**config.mk**
```make
export PLATFORM = sky130hd
export DESIGN_NAME = serial_irq_controller
export DESIGN_NICKNAME = d
export VERILOG_FILES = /design/src/rtl/serial_irq_controller.v /design/src/rtl/serial_irq_status_bits.v
export VERILOG_INCLUDE_DIRS = /design/src /design/src/rtl
export SDC_FILE = /design/constraint.sdc
export NUM_CORES = 1
export LEC_CHECK = 0
export ABC_AREA = 1
export BUFFER_PORTS_ARGS = -buffer_cell sky130_fd_sc_hd__buf_4
export CORE_ASPECT_RATIO = 1.1
export CORE_MARGIN = 2
export CORE_UTILIZATION = 30
export DETAILED_ROUTE_END_ITERATION = 10
export HOLD_SLACK_MARGIN = 0.1
export PLACE_DENSITY_LB_ADDON = 0.15
export RECOVER_POWER = 100
export REMOVE_ABC_BUFFERS = 1
export SLEW_MARGIN = 15
export SYNTH_ARGS = -nofsm -noshare
export SYNTH_HDL_FRONTEND = slang
export SYNTH_SLANG_ARGS = --single-unit
```
**constraint.sdc**
```tcl
create_clock -name clk -period 1.5 [get_ports clk]
set_clock_uncertainty 0.05 [all_clocks]
set_input_delay 0.075 -clock clk [delete_from_list [all_inputs] [get_ports clk]]
set_output_delay 0.075 -clock clk [all_outputs]
set_load 0.01 [all_outputs]
```
**src/rtl/serial_irq_defines.vh**
```
// constants for the serial interrupt controller: offsets, fields, resets, counts
`ifndef SERIAL_IRQ_DEFINES_VH
`define SERIAL_IRQ_DEFINES_VH

// configuration byte offsets and the dword that holds each
`define SIRQ_MODE_CONTROL_OFFSET 8'hE0
`define SIRQ_TRIGGER_SELECT_OFFSET 8'hE2
`define SIRQ_LEVEL_STATUS_OFFSET 8'hE4
`define SIRQ_DWORD_MASK 8'hFC

// mode control fields
`define SIRQ_RECOVERY_DRIVE_BIT 0
`define SIRQ_POLL_SELECT_BIT 1
`define SIRQ_START_WIDTH_LSB 2
`define SIRQ_START_WIDTH_MSB 3
`define SIRQ_MODE_WRITE_MASK 8'h0F

// reset values
`define SIRQ_MODE_CONTROL_RESET 8'h00
`define SIRQ_TRIGGER_SELECT_RESET 16'h0000
`define SIRQ_LEVEL_STATUS_RESET 16'h0000

// start frame width codes and lengths in clocks
`define SIRQ_START_CODE_4 2'h0
`define SIRQ_START_CODE_6 2'h1
`define SIRQ_START_CODE_8 2'h2
`define SIRQ_START_CLOCKS_4 4'h4
`define SIRQ_START_CLOCKS_6 4'h6
`define SIRQ_START_CLOCKS_8 4'h8

// stop frame lengths in clocks: quiet and continuous
`define SIRQ_STOP_CLOCKS_QUIET 4'h2
`define SIRQ_STOP_CLOCKS_CONTINUOUS 4'h3

// interrupt slots per frame
`define SIRQ_SLOT_COUNT 16
`define SIRQ_LAST_SLOT 4'hF

`endif

```
**src/rtl/serial_irq_controller.v**
```verilog
// serial interrupt line controller with its configuration registers
//
// Overview of operation
// - start frame 4, 6 or 8 clocks
// - poll select 0 continuous, 1 quiet
// - recovery drives high, or floats when selected
// - one edge/level select bit per slot
// - level slot signalled sets matching status bit
// - writing one clears status and re-arms it
// - edge slots never set status bits
// - express, global or power-on reset restores defaults
// - mode bits 7:4 read zero, ignore writes
`timescale 1ns/100ps
`default_nettype none
`include "serial_irq_defines.vh"

module serial_irq_controller
(
    input wire clk,
    input wire srst,
    input wire express_reset,
    input wire global_reset_input,
    input wire [7:0] cfg_addr,
    input wire [3:0] cfg_byte_en,
    input wire cfg_write,
    input wire [31:0] cfg_write_data,
    input wire cfg_read,
    output reg [31:0] cfg_read_data,
    output reg cfg_read_valid,
    input wire serial_interrupt_line_in,
    output reg serial_interrupt_line_out,
    output reg serial_interrupt_line_oe,
    output reg [15:0] slot_state,
    output reg frame_done
);

////////////////////////////////////////////////////////////////////////////
// frame states

localparam [3:0] ST_IDLE = 4'h0;
localparam [3:0] ST_START = 4'h1;
localparam [3:0] ST_START_REC = 4'h2;
localparam [3:0] ST_START_TA = 4'h3;
localparam [3:0] ST_SLOT_SAMPLE = 4'h4;
localparam [3:0] ST_SLOT_REC = 4'h5;
localparam [3:0] ST_SLOT_TA = 4'h6;
localparam [3:0] ST_STOP = 4'h7;
localparam [3:0] ST_STOP_REC = 4'h8;
localparam [3:0] ST_STOP_TA = 4'h9;

////////////////////////////////////////////////////////////////////////////
// declarations

wire rst;
reg [7:0] serial_interrupt_mode_control;
reg [15:0] serial_interrupt_trigger_select;
wire [15:0] serial_interrupt_level_status;
wire poll_select;
wire recovery_drive_select;
wire [1:0] start_code;
reg [3:0] start_len;
reg [3:0] state;
reg [3:0] next_state;
reg [3:0] phase_count;
reg [3:0] next_phase_count;
reg [3:0] slot;
reg [3:0] next_slot;
reg next_line_out;
reg next_line_oe;
wire mode_hit;
wire status_hit;
wire slot_signalled;
wire [15:0] slot_onehot;
wire [15:0] level_set;
wire [15:0] level_clear;
reg [31:0] next_read_data;
reg [7:0] next_mode;

// any of the three resets restores the defaults
assign rst = srst | express_reset | global_reset_input;

assign poll_select = serial_interrupt_mode_control[`SIRQ_POLL_SELECT_BIT];
assign recovery_drive_select =
    serial_interrupt_mode_control[`SIRQ_RECOVERY_DRIVE_BIT];
assign start_code = serial_interrupt_mode_control[
    `SIRQ_START_WIDTH_MSB:`SIRQ_START_WIDTH_LSB];

////////////////////////////////////////////////////////////////////////////
// start frame length

// the reserved code falls back to the shortest start
always @*
begin
    case (start_code)
        `SIRQ_START_CODE_6:
        begin
            start_len = `SIRQ_START_CLOCKS_6;
        end
        `SIRQ_START_CODE_8:
        begin
            start_len = `SIRQ_START_CLOCKS_8;
        end
        default:
        begin
            start_len = `SIRQ_START_CLOCKS_4;
        end
    endcase
end

////////////////////////////////////////////////////////////////////////////
// frame sequencer

always @*
begin
    next_state = state;
    next_phase_count = phase_count;
    next_slot = slot;
    case (state)
        ST_IDLE:
        begin
            if (!poll_select)
            begin
                next_state = ST_START;
                next_phase_count = start_len - 4'h1;
            end
            // in quiet mode a source opens the frame with one low clock
            else if (!serial_interrupt_line_in)
            begin
                next_state = ST_START;
                next_phase_count = start_len - 4'h2;
            end
        end
        ST_START:
        begin
            if (phase_count == 4'h0)
            begin
                next_state = ST_START_REC;
            end
            else
            begin
                next_phase_count = phase_count - 4'h1;
            end
        end
        ST_START_REC:
        begin
            next_state = ST_START_TA;
        end
        ST_START_TA:
        begin
            next_state = ST_SLOT_SAMPLE;
            next_slot = 4'h0;
        end
        ST_SLOT_SAMPLE:
        begin
            next_state = ST_SLOT_REC;
        end
        ST_SLOT_REC:
        begin
            next_state = ST_SLOT_TA;
        end
        ST_SLOT_TA:
        begin
            if (slot == `SIRQ_LAST_SLOT)
            begin
                next_state = ST_STOP;
                // stop width tells the sources which mode follows
                if (poll_select)
                begin
                    next_phase_count = `SIRQ_STOP_CLOCKS_QUIET - 4'h1;
                end
                else
                begin
                    next_phase_count = `SIRQ_STOP_CLOCKS_CONTINUOUS - 4'h1;
                end
            end
            else
            begin
                next_state = ST_SLOT_SAMPLE;
                next_slot = slot + 4'h1;
            end
        end
        ST_STOP:
        begin
            if (phase_count == 4'h0)
            begin
                next_state = ST_STOP_REC;
            end
            else
            begin
                next_phase_count = phase_count - 4'h1;
            end
        end
        ST_STOP_REC:
        begin
            next_state = ST_STOP_TA;
        end
        ST_STOP_TA:
        begin
            next_state = ST_IDLE;
        end
        default:
        begin
            next_state = ST_IDLE;
        end
    endcase
end

// line drive follows the next state so the pin changes with the state
always @*
begin
    next_line_out = 1'b1;
    next_line_oe = 1'b0;
    case (next_state)
        ST_START, ST_STOP:
        begin
            next_line_out = 1'b0;
            next_line_oe = 1'b1;
        end
        ST_START_REC, ST_STOP_REC:
        begin
            next_line_out = 1'b1;
            next_line_oe = ~recovery_drive_select;
        end
        default:
        begin
            next_line_out = 1'b1;
            next_line_oe = 1'b0;
        end
    endcase
end

always @(posedge clk)
begin
    if (rst)
    begin
        state <= ST_IDLE;
        phase_count <= 4'h0;
        slot <= 4'h0;
        serial_interrupt_line_out <= 1'b1;
        serial_interrupt_line_oe <= 1'b0;
    end
    else
    begin
        state <= next_state;
        phase_count <= next_phase_count;
        slot <= next_slot;
        serial_interrupt_line_out <= next_line_out;
        serial_interrupt_line_oe <= next_line_oe;
    end
end

////////////////////////////////////////////////////////////////////////////
// slot sampling

// a source pulls the line low in the sample clock of its slot
assign slot_signalled = (state == ST_SLOT_SAMPLE) &
    ~serial_interrupt_line_in;
assign slot_onehot = 16'h0001 << slot;

// only level slots reach the status register
assign level_set = slot_signalled ?
    (slot_onehot & serial_interrupt_trigger_select) : 16'h0000;

always @(posedge clk)
begin
    if (rst)
    begin
        slot_state <= 16'h0000;
        frame_done <= 1'b0;
    end
    else
    begin
        frame_done <= (state == ST_STOP_TA);
        if (state == ST_SLOT_SAMPLE)
        begin
            slot_state[slot] <= ~serial_interrupt_line_in;
        end
    end
end

////////////////////////////////////////////////////////////////////////////
// configuration registers

assign mode_hit = (cfg_addr & `SIRQ_DWORD_MASK) == `SIRQ_MODE_CONTROL_OFFSET;
assign status_hit = (cfg_addr & `SIRQ_DWORD_MASK) ==
    `SIRQ_LEVEL_STATUS_OFFSET;

assign level_clear = (cfg_write && status_hit) ?
    ({{8{cfg_byte_en[1]}}, {8{cfg_byte_en[0]}}} &
    cfg_write_data[15:0]) : 16'h0000;

serial_irq_status_bits u_status
(
    .clk(clk),
    .rst(rst),
    .set_vec(level_set),
    .clear_vec(level_clear),
    .status(serial_interrupt_level_status)
);

always @*
begin
    next_mode = serial_interrupt_mode_control;
    if (cfg_write && mode_hit && cfg_byte_en[0])
    begin
        // upper nibble stays zero whatever is written
        next_mode = cfg_write_data[7:0] & `SIRQ_MODE_WRITE_MASK;
    end
end

always @(posedge clk)
begin
    if (rst)
    begin
        serial_interrupt_mode_control <= `SIRQ_MODE_CONTROL_RESET;
        serial_interrupt_trigger_select <= `SIRQ_TRIGGER_SELECT_RESET;
    end
    else
    begin
        serial_interrupt_mode_control <= next_mode;
        if (cfg_write && mode_hit && cfg_byte_en[2])
        begin
            serial_interrupt_trigger_select[7:0] <=
                cfg_write_data[23:16];
        end
        if (cfg_write && mode_hit && cfg_byte_en[3])
        begin
            serial_interrupt_trigger_select[15:8] <=
                cfg_write_data[31:24];
        end
    end
end

// unmapped dwords and unused bytes read as zero
always @*
begin
    next_read_data = 32'h00000000;
    if (mode_hit)
    begin
        next_read_data = {serial_interrupt_trigger_select, 8'h00,
            serial_interrupt_mode_control & `SIRQ_MODE_WRITE_MASK};
    end
    else if (status_hit)
    begin
        next_read_data = {16'h0000, serial_interrupt_level_status};
    end
end

always @(posedge clk)
begin
    if (rst)
    begin
        cfg_read_data <= 32'h00000000;
        cfg_read_valid <= 1'b0;
    end
    else
    begin
        cfg_read_valid <= cfg_read;
        if (cfg_read)
        begin
            cfg_read_data <= next_read_data;
        end
    end
end

endmodule
`default_nettype wire

```
**src/rtl/serial_irq_status_bits.v**
```verilog
// sticky level-interrupt status bits, set by the frame, cleared by write-one
`timescale 1ns/100ps
`default_nettype none
`include "serial_irq_defines.vh"

module serial_irq_status_bits
(
    input wire clk,
    input wire rst,
    input wire [15:0] set_vec,
    input wire [15:0] clear_vec,
    output wire [15:0] status
);

reg [15:0] status_bits;
wire [15:0] reset_bits;

assign reset_bits = `SIRQ_LEVEL_STATUS_RESET;

genvar i;
generate
    for (i = 0; i < `SIRQ_SLOT_COUNT; i = i + 1)
    begin : g_bit
        always @(posedge clk)
        begin
            if (rst)
            begin
                status_bits[i] <= reset_bits[i];
            end
            // a slot seen in the same cycle as its clear stays reported
            else if (set_vec[i])
            begin
                status_bits[i] <= 1'b1;
            end
            else if (clear_vec[i])
            begin
                status_bits[i] <= 1'b0;
            end
        end
    end
endgenerate

assign status = status_bits;

endmodule
`default_nettype wire

```
After elaboration in Yosys (flattened, before gate mapping)
Cells that the tools add are included.
Operators by class
  add/subtract/negate cells: 4
  $lt $le $gt $ge: 2
  equality and inequality tests: 22
  shift-type cells: 1
  muxes and demuxes: 56
  bitwise gates (word level): 7
  reductions and logical operators: 31
Operators by type and width (number)
  16-bit two-way mux: 3
  4-bit two-way mux: 9
  4-bit one-hot mux with 9 select lines: 1
  1-bit two-way mux: 34
  2-bit nonzero test: 17
  16-bit AND: 2
  32-bit two-way mux: 1
  4-bit by 3-bit equality test with 1-bit output, second input constant: 5
  16-bit bitwise mux: 1
  4-bit equality test, second input constant: 4
  4-bit one-hot mux with 2 select lines: 2
  1-bit by 4-bit << shifter with 16-bit output, first input constant: 1
  4-bit by 2-bit equality test with 1-bit output, second input constant: 3
  6-bit equality test, second input constant: 2
  4-bit one-hot mux with 3 select lines: 1
  4-bit by 1-bit equality test with 1-bit output, second input constant: 2
  4-bit zero test: 2
  4-bit by 1-bit subtractor with 4-bit output, second input constant: 2
  1-bit logical AND: 6
  2-bit inequality test, second input constant: 3
  2-bit OR reduction: 3
  4-bit by 5-bit < comparator with 1-bit output, second input constant: 1
  4-bit by 1-bit adder with 4-bit output, second input constant: 1
  1-bit demux with 4-bit select: 1
  other kinds (13): 16
Storage, ports and cells
  bits in registers: 100
  input bits: 51
  output and inout bits: 52
  logic and storage cells: 151

Logic depth before layout (Yosys ltp)
Gate-level depths: netlist of the first run.
  word-level depth: 6
  depth in mapped cells: 11
  mapped depth without buffers: 11

By module
From an unflattened synthesis of the first run, not the netlist that was laid out.
Second synthesis, totals
  cells, all modules: 664
  area total of the unflattened synthesis: 4604.4 um^2
By module, submodules not included
  serial_irq_controller: times used 1, cells each 582, area each 3947.5 um^2, seq. area each 1681.6 um^2
  serial_irq_status_bits: times used 1, cells each 82, area each 656.9 um^2, seq. area each 320.3 um^2

Least setup slack after synthesis of the first run
No wires, ideal clock.
  path kind: reg-to-reg
  from: reg phase_count[0]
  to: reg phase_count[0]
  library setup time: 0.113 ns
  arrival: 1.165 ns
  data required time: 1.337 ns
  path slack: 0.173 ns
  stages on the path, launching flop included: 12
  buffers on the path: 0
  clock period less this slack: 1.327 ns
  path through: dfxtp_1 inv_1 ha_1 nand2_1 nor2_2 nand2_1 nand2_2 nor2_4 nand2_4 nand2_1 nand2_1 nor2_1
On the way
  cells in the longest elaborated chain, start to end: 3
  elaborated cells on any way between the ends: 6
  those cells by class: 1 x add/sub; 1 x eq/ne; 2 x mux; 2 x reduce/logical
Ends and longest elaborated chain
  start, declared: RTL line serial_irq_controller.v:64  | reg [3:0] phase_count;
  start signal, assigned: RTL line serial_irq_controller.v:245  | phase_count <= next_phase_count;
  4-bit by 1-bit subtractor with 4-bit output or 4-bit zero test (tied branches)
  4-bit two-way mux or 2-bit inequality test (tied branches)
  4-bit one-hot mux with 3 select lines or 4-bit AND reduction (tied branches)
Parallel ways exist; a longest one is shown, timed or not. The select of a mux whose other input is x is not followed.
A chain may end at the register's enable or synchronous reset.

Worst setup path after layout of the first run
  from: reg slot[3]
  to: reg u_status.status_bits[10] (netlist: u_status.status[10])
On the way
  cells in the longest elaborated chain, start to end: 4
  elaborated cells on any way between the ends: 5
  those cells by class: 1 x shift; 2 x mux; 1 x bitwise; 1 x reduce/logical
Ends and longest elaborated chain
  start, declared: RTL line serial_irq_controller.v:66  | reg [3:0] slot;
  start signal, assigned: RTL line serial_irq_controller.v:246  | slot <= next_slot;
  1-bit by 4-bit << shifter with 16-bit output *: RTL line serial_irq_controller.v:258  | assign slot_onehot = 16'h0001 << slot;
  16-bit AND *: RTL line serial_irq_controller.v:262  | (slot_onehot & serial_interrupt_trigger_select) : 16'h0000;
  16-bit two-way mux *: RTL line serial_irq_controller.v:261  | assign level_set = slot_signalled ?
  1-bit two-way mux or 2-bit nonzero test (tied branches)
  end signal, assigned by index: RTL line serial_irq_status_bits.v:28  | status_bits[i] <= reset_bits[i];
  end, declared: RTL line serial_irq_status_bits.v:15  | reg [15:0] status_bits;
Every way passes the cells marked *; elsewhere a longest branch is shown, timed or not.

==> results.py, run 1 <==
metrics = {
    "outcome": {
        "outcome": "finished, final reports clean",
    },
    "floorplanning": {
        "die_w_um": 119,
        "num_io_pins": 103,
        "fp-row-count": 46,
        "dieArea_sq_um": 15600,
        "core_area_sq_um": 14300,
        "start_util_pct": 30.6,
        "die_y_um": 131,
    },
    "grt": {
        "grt.overflow.total": 0,
        "antenna_found_initial": 0,
        "grt_start_max_net_pins": 33,
        "grt_usage_pct": 16.8,
        "grt_pass1_wl_um": 20700,
        "first_global_vias": 4107,
    },
    "detailed_routing": {
        "drt_iter0_drc": 199,
        "route.antenna.remaining_nets": 0,
        "firstDrtPassIters": 4,
        "post_drt_wl_per_cell_um": 14.0,
        "via_count": 4396,
        "drt-total-wl_um": 13100,
        "drc_errors": 0,
        "vias_per_cell": 4.69,
    },
    "yosys": {
        "yosysSeqAreaShare_pct": 45.7,
        "synth_compound_area_share_pct": 17.0,
        "synthDistinctLibCells": 30,
        "synthAdderAreaFrac_pct": 2.86,
        "netlist_top_cells_count": "104 x nand2_1, 100 x dfxtp_1, 87 x a21oi_1",
        "yosys.area_share.simple_pct": 26.4,
        "yosysTopAreaCellShare_pct": 45.7,
        "synth.avg_cell_area_sq_um": 7.60,
        "synth_xor_area_share_pct": 0.200,
        "syn_inst": 576,
        "synth_seq_cells": 100,
        "synthMuxAreaShare_pct": 0,
        "yosys.area.top_type": "dfxtp_1",
        "ys_top_cells_by_area": "dfxtp_1 46%, a21oi_1 9.9%, nand2_1 8.9%",
        "ys.flop_type": "dfxtp_1",
        "yosysMostFrequentCell": "nand2_1",
        "syn-cell-area_sq_um": 4380,
        "synth_top_family_by_area": "simple AND/OR/NAND/NOR gates",
        "synth_edf_count": 0,
        "yosysWarnings": 0,
        "ys_async_sr_fraction_pct": 0,
    },
    "finish": {
        "drive_gt1_share_pct": 20.8,
        "post-route-util_pct": 42.8,
        "area_growth_pct": 40.0,
        "multiInputGateArea_sq_um": 2070,
        "nNetsFinal": 801,
        "final.fill_count": 1492,
        "regArea_sq_um": 2010,
        "antennaDiodeCount": 0,
        "design_area_sq_um": 6130,
    },
    "worst_setup_path": {
        "reg2reg_depth": 5,
        "worstReg2RegStart": "slot[3]",
        "cp-end-kind": "register",
        "worstSetupPathType": "reg -> reg",
        "path_max_fanout": 7,
        "r2r_end": "u_status.status[10]",
        "critPathLaunchType": "register",
        "arrival_ns": 1.67,
        "ff2ff_setup_slack_ns": 0.06,
        "cp.required_ns": 1.73,
    },
    "clock_network": {
        "htree_levels": 3,
        "cts_sinks": 100,
        "cts_root_buf": "clkbuf_16",
        "insertion_delay_ns": 0.34,
        "cts_buffers": 9,
        "clk_path_buf_depth": 2,
        "clk_pin_slew_ns": 0.07,
        "cts_tree": "yes",
    },
    "timing": {
        "fin_setup_tns_ns": 0,
        "setup_viol": 0,
        "hold_viol": 0,
        "slew_headroom_pct": 76.0,
        "tightest_slew_ns": 0.360,
        "max_freq_mhz": 693,
        "grt_setup_unrepaired": "true",
        "period_minus_slack_ns": 1.44,
        "slew_violations": 0,
        "period_share_pct": 96.2,
    },
    "worst_hold_path": {
        "hold-path-endpoint": "u_status.status[11]",
        "worstHoldPathCells": 4,
        "hold_path_class": "in -> reg",
        "min_from": "cfg_byte_en[1]",
    },
    "place": {
        "dp_hpwl_um": 9640,
        "dpl-instance-area_sq_um": 5460,
        "port_buffers": 100,
        "finalWeightedCongestion": 0.879,
    },
    "power": {
        "power_mw": 5.57,
        "ir_drop_uv": 455,
        "power_density_nw_per_um2": 908,
        "leakage_nw": 2.24,
    },
    "run": {
        "cap_violations": 0,
    },
}
-- critical path, cell delays in order (launching register included) --
cell and delay (ns):
dfxtp_1 0.47, inv_1 0.13, nor2_2 0.25, buf_4 0.19, nand4_1 0.13, a21oi_1 0.16
-- how the worst max path moves through the flow --
| stage | start | to | slack [ns] | cells past startpoint |
|---|---|---|---|---|
| 2_1_floorplan | express_reset | frame_done | -0.26 | 3 |
| 3_3_place_gp | slot[3] | u_status.status[10] | 0.07 | 5 |
| 3_5_place_dp | cfg_addr[4] | serial_interrupt_trigger_select[7] | -0.02 | 9 |
| 4_1_cts | phase_count[1] | phase_count[3] | 0.02 | 11 |
| 5_1_grt | slot[3] | u_status.status[10] | -0.03 | 5 |
| 6_report | slot[3] | u_status.status[10] | 0.06 | 5 |
-- cells by family (layout without fill, tap and decap cells) --
| group | count (synthesis) | count (layout) |
|---|---|---|
| adder cells (fa/ha/maj) | 10 | 10 |
| AO/OA/AOI/OAI | 147 | 147 |
| AND/OR/NAND/NOR | 234 | 234 |
| XOR/XNOR | 1 | 1 |
| flip-flops | 100 | 100 |
| buffers and inverters | 84 | 253 |
-- power breakdown --
| group | switching [mW] | internal (mW) | total [mW] | leakage, nW |
|---|---|---|---|---|
| Clock | 1.02 | 1.47 | 2.49 | 0.157 |
| Combinational | 0.192 | 0.204 | 0.397 | 1.27 |
| Sequential | 0.0103 | 2.67 | 2.68 | 0.810 |
| Total | 1.23 | 4.34 | 5.57 | 2.24 |
-- repair_timing --
action                     CTS  global route
buffers inserted             0             4
hold buffers                49             0
hold endpoints to repair    48             0
setup endpoints to repair    0            29
resized for setup            0            18
-- layer usage --
metal	up-vias	global-route usage, %	share of wire (%)
met2	92	28.8	50
met3	6	3.52	4.3
met4	0	5.11	0.89
met5	-	0	0
li1	2240	-	-
met1	2058	21.4	45
-- state kept, by name (all words and copies together), names as in the netlist, 4 cells and up --
signal                           cells
slot_state                          16
serial_interrupt_mode_control        4
slot                                 4
cfg_read_data                       32
serial_interrupt_trigger_select     16
state                                4
u_status.status                     16
phase_count                          4
-- placed cells by master (no fill, tap or decap), types with 2 or more instances in the layout --
cell type and instances:
nand2_1 101, dfxtp_1 94, a21oi_1 86, buf_4 71, clkbuf_1 54, o21ai_0 51, nand3_1 49, dlygate4sd3_1 49
inv_1 41, nor2_1 28, nand4_1 16, inv_2 12, nor2_4 10, nor2_2 9, clkbuf_16 9, nand2_2 8
ha_1 8, nand2_4 7, o21ai_1 6, dfxtp_2 6, clkinv_2 5, clkbuf_2 4, a21oi_2 2, nand3_2 2
nor3_1 2, bufinv_16 2, clkbuf_4 2
-- metrics by stage --
stage	instances	hold WS [ns]	setup slack [ns]
after floorplan	549	0.116	-0.260
after global placement	868	0.288	0.0729
after detailed placement	868	0.298	-0.0219
after CTS	933	0.104	0.0214
after global routing	937	0.134	-0.0277
final	937	0.103	0.0571
-- area by class of cell --
cell class | count | area share [%]
well taps | 192 | 3.92
multi-input cells | 392 | 33.7
inverters | 57 | 3.59
clock buffers | 10 | 3.73
flip-flops and latches | 100 | 32.8
clock inverters | 6 | 1.43
repair buffers | 180 | 20.8
Power figures use the tool's default switching activity.
==> run 2, diff against run 1 <==
--- a/config.mk
+++ b/config.mk
@@ -15,7 +15,6 @@
 export HOLD_SLACK_MARGIN = 0.1
 export PLACE_DENSITY_LB_ADDON = 0.15
 export RECOVER_POWER = 100
-export REMOVE_ABC_BUFFERS = 1
 export SLEW_MARGIN = 15
 export SYNTH_ARGS = -nofsm -noshare
 export SYNTH_HDL_FRONTEND = slang
==> run 2 against run 1 <==
Against the previous run: maximum frequency fell by 2.8%; register-to-register slack barely moved; largest power group unchanged; wire length rose by 1.6%; largest cell class unchanged; sequential share of layout area rose by 0.062 points; global-route usage rose by 0.58 points.
==> results.py, run 2 (same netlist as run 1, synthesis figures left out) <==
metrics = {
    "outcome": {
        "outcome": "finished, final reports clean",
    },
    "finish": {
        "nNetsFinal": 799,
        "antennaDiodeCount": 0,
        "layout_common_cells": "99 x nand2_1, 93 x dfxtp_1, 87 x a21oi_1, 68 x buf_4, 57 x clkbuf_1",
        "largest_register": "cfg_read_data",
        "area_growth_pct": 40.1,
        "drive_gt1_share_pct": 21.0,
        "mostFrequentLayoutCell": "nand2_1",
        "post-route-util_pct": 42.8,
        "largest_register_ffs": 32,
    },
    "worst_hold_path": {
        "min_from": "cfg_write",
        "hold_path_class": "in -> reg",
    },
    "timing": {
        "hold_viol": 0,
        "period_minus_slack_ns": 1.48,
        "grt_setup_unrepaired": "true",
        "period_share_pct": 98.9,
        "max_freq_mhz": 674,
        "slew_headroom_pct": 64.5,
        "setup_viol": 0,
        "fin_setup_tns_ns": 0,
        "tightest_slew_ns": 0.528,
        "slew_violations": 0,
    },
    "grt": {
        "first_global_vias": 4393,
        "grt_start_max_net_pins": 36,
        "antenna_found_initial": 0,
        "grt_pass1_wl_um": 21300,
        "grt_usage_pct": 17.4,
        "grt.overflow.total": 0,
    },
    "worst_setup_path": {
        "worstReg2RegStart": "state[2]",
        "arrival_ns": 1.62,
        "worstSetupPathType": "in -> reg",
        "path_max_fanout": 5,
        "cp-end-kind": "register",
        "crit_chain": "dlygate4sd3_1 -> clkbuf_1 -> nor3_4 -> inv_1 -> nor4_1",
        "cp.required_ns": 1.63,
        "startpoint": "global_reset_input",
        "slowest_delay_ns": 0.54,
        "cpMaxStageDelayCell": "dlygate4sd3_1",
        "critPathLaunchType": "input pin",
    },
    "place": {
        "finalWeightedCongestion": 0.904,
        "dp_hpwl_um": 9930,
        "port_buffers": 100,
    },
    "clock_network": {
        "insertion_delay_ns": 0.34,
        "cts_tree": "yes",
        "htree_levels": 3,
        "cts_buffers": 9,
        "cts_sinks": 100,
        "clk_pin_slew_ns": 0.06,
        "cts_root_buf": "clkbuf_16",
        "clk_path_buf_depth": 2,
    },
    "detailed_routing": {
        "vias_per_cell": 4.65,
        "drc_errors": 0,
        "route.antenna.remaining_nets": 0,
        "firstDrtPassIters": 4,
        "via_count": 4345,
        "post_drt_wl_per_cell_um": 14.3,
        "drt-total-wl_um": 13300,
        "drt_iter0_drc": 214,
    },
    "power": {
        "power_density_nw_per_um2": 852,
        "leakage_nw": 2.23,
        "ir_drop_uv": 430,
    },
    "floorplanning": {
        "dieArea_sq_um": 15600,
        "start_util_pct": 30.6,
        "die_w_um": 119,
        "core_area_sq_um": 14300,
        "die_y_um": 131,
        "num_io_pins": 103,
        "fp-row-count": 46,
    },
    "run": {
        "cap_violations": 0,
    },
    "yosys": {
        "synth_nets": 637,
    },
}
[run 2: changes by cell type in the layout (fill, tap and decap cells not counted), sizes merged]
cell / previous run / this run
clkinv: 6 / 4
bufinv: 2 / 0
dlygate4sd3: 49 / 50
buf: 72 / 73
[run 2: stage by stage]
| stage | hold slack (ns) | cell area [sq um] | worst slack (ns) | total power [mW] | std cells |
|---|---|---|---|---|---|
| after global routing | 0.142 | 6140 | -0.0724 | 5.42 | 935 |
| after CTS | -0.0202 | 6190 | 0.0107 | 5.27 | 927 |
| final | 0.120 | 6140 | 0.0162 | 5.23 | 935 |
| after detailed placement | 0.294 | 5450 | -0.0416 | 3.07 | 863 |
| after global placement | 0.295 | 5450 | 0.0000788 | 3.06 | 863 |
| after floorplan | 0.115 | 4380 | 0.173 | 2.89 | 576 |
[run 2: critical path: cells and delay by family]
kind,cells,cell delay [ns]
buffers and inverters,3,0.83
AND/OR/NAND/NOR,2,0.70
[run 2: layout make-up]
class,instances,area [sq um]
Fill cell,1541,8190
Multi-Input combinational cell,392,2090
Sequential cell,100,2020
Timing Repair Buffer,178,1310
Clock buffer,14,254
Tap cell,192,240
Inverter,57,221
Clock inverter,2,10.0
[run 2: layer usage]
layer  vias up  part of all wire (%)  GRT usage [%]  wire length, um
li1       2239                     -              -                -
met1      1997                    44           21.0             5920
met2        88                    50           30.7             6620
met3        21                   3.6           2.73              487
met4         0                   2.4           7.91              323
met5         -                     0              0                0
[run 2: final timing paths]
kind / slack (ns) / to / cells after the start
setup / recovery: 0.02 / frame_done / 5
hold / removal: 0.12 / serial_interrupt_trigger_select[7] / 3
setup reg to reg: 0.05 / u_status.status[6] / 8
hold reg to reg: 0.40 / cfg_read_data[0] / 2
[run 2: what timing repair did]
action | 4_1_cts | 5_1_grt
pin swaps | 0 | 10
endpoints found under the hold margin | 51 | 2
buffers inserted | 0 | 6
gates resized for setup | 1 | 28
setup endpoints to repair | 1 | 59
hold buffers | 48 | 2
[run 2: power breakdown]
group          leakage, nW  switching (mW)  internal [mW]
Combinational         1.29           0.195          0.219
Clock                0.131           0.967           1.17
Sequential           0.811          0.0109           2.67
Total                 2.23            1.17           4.06
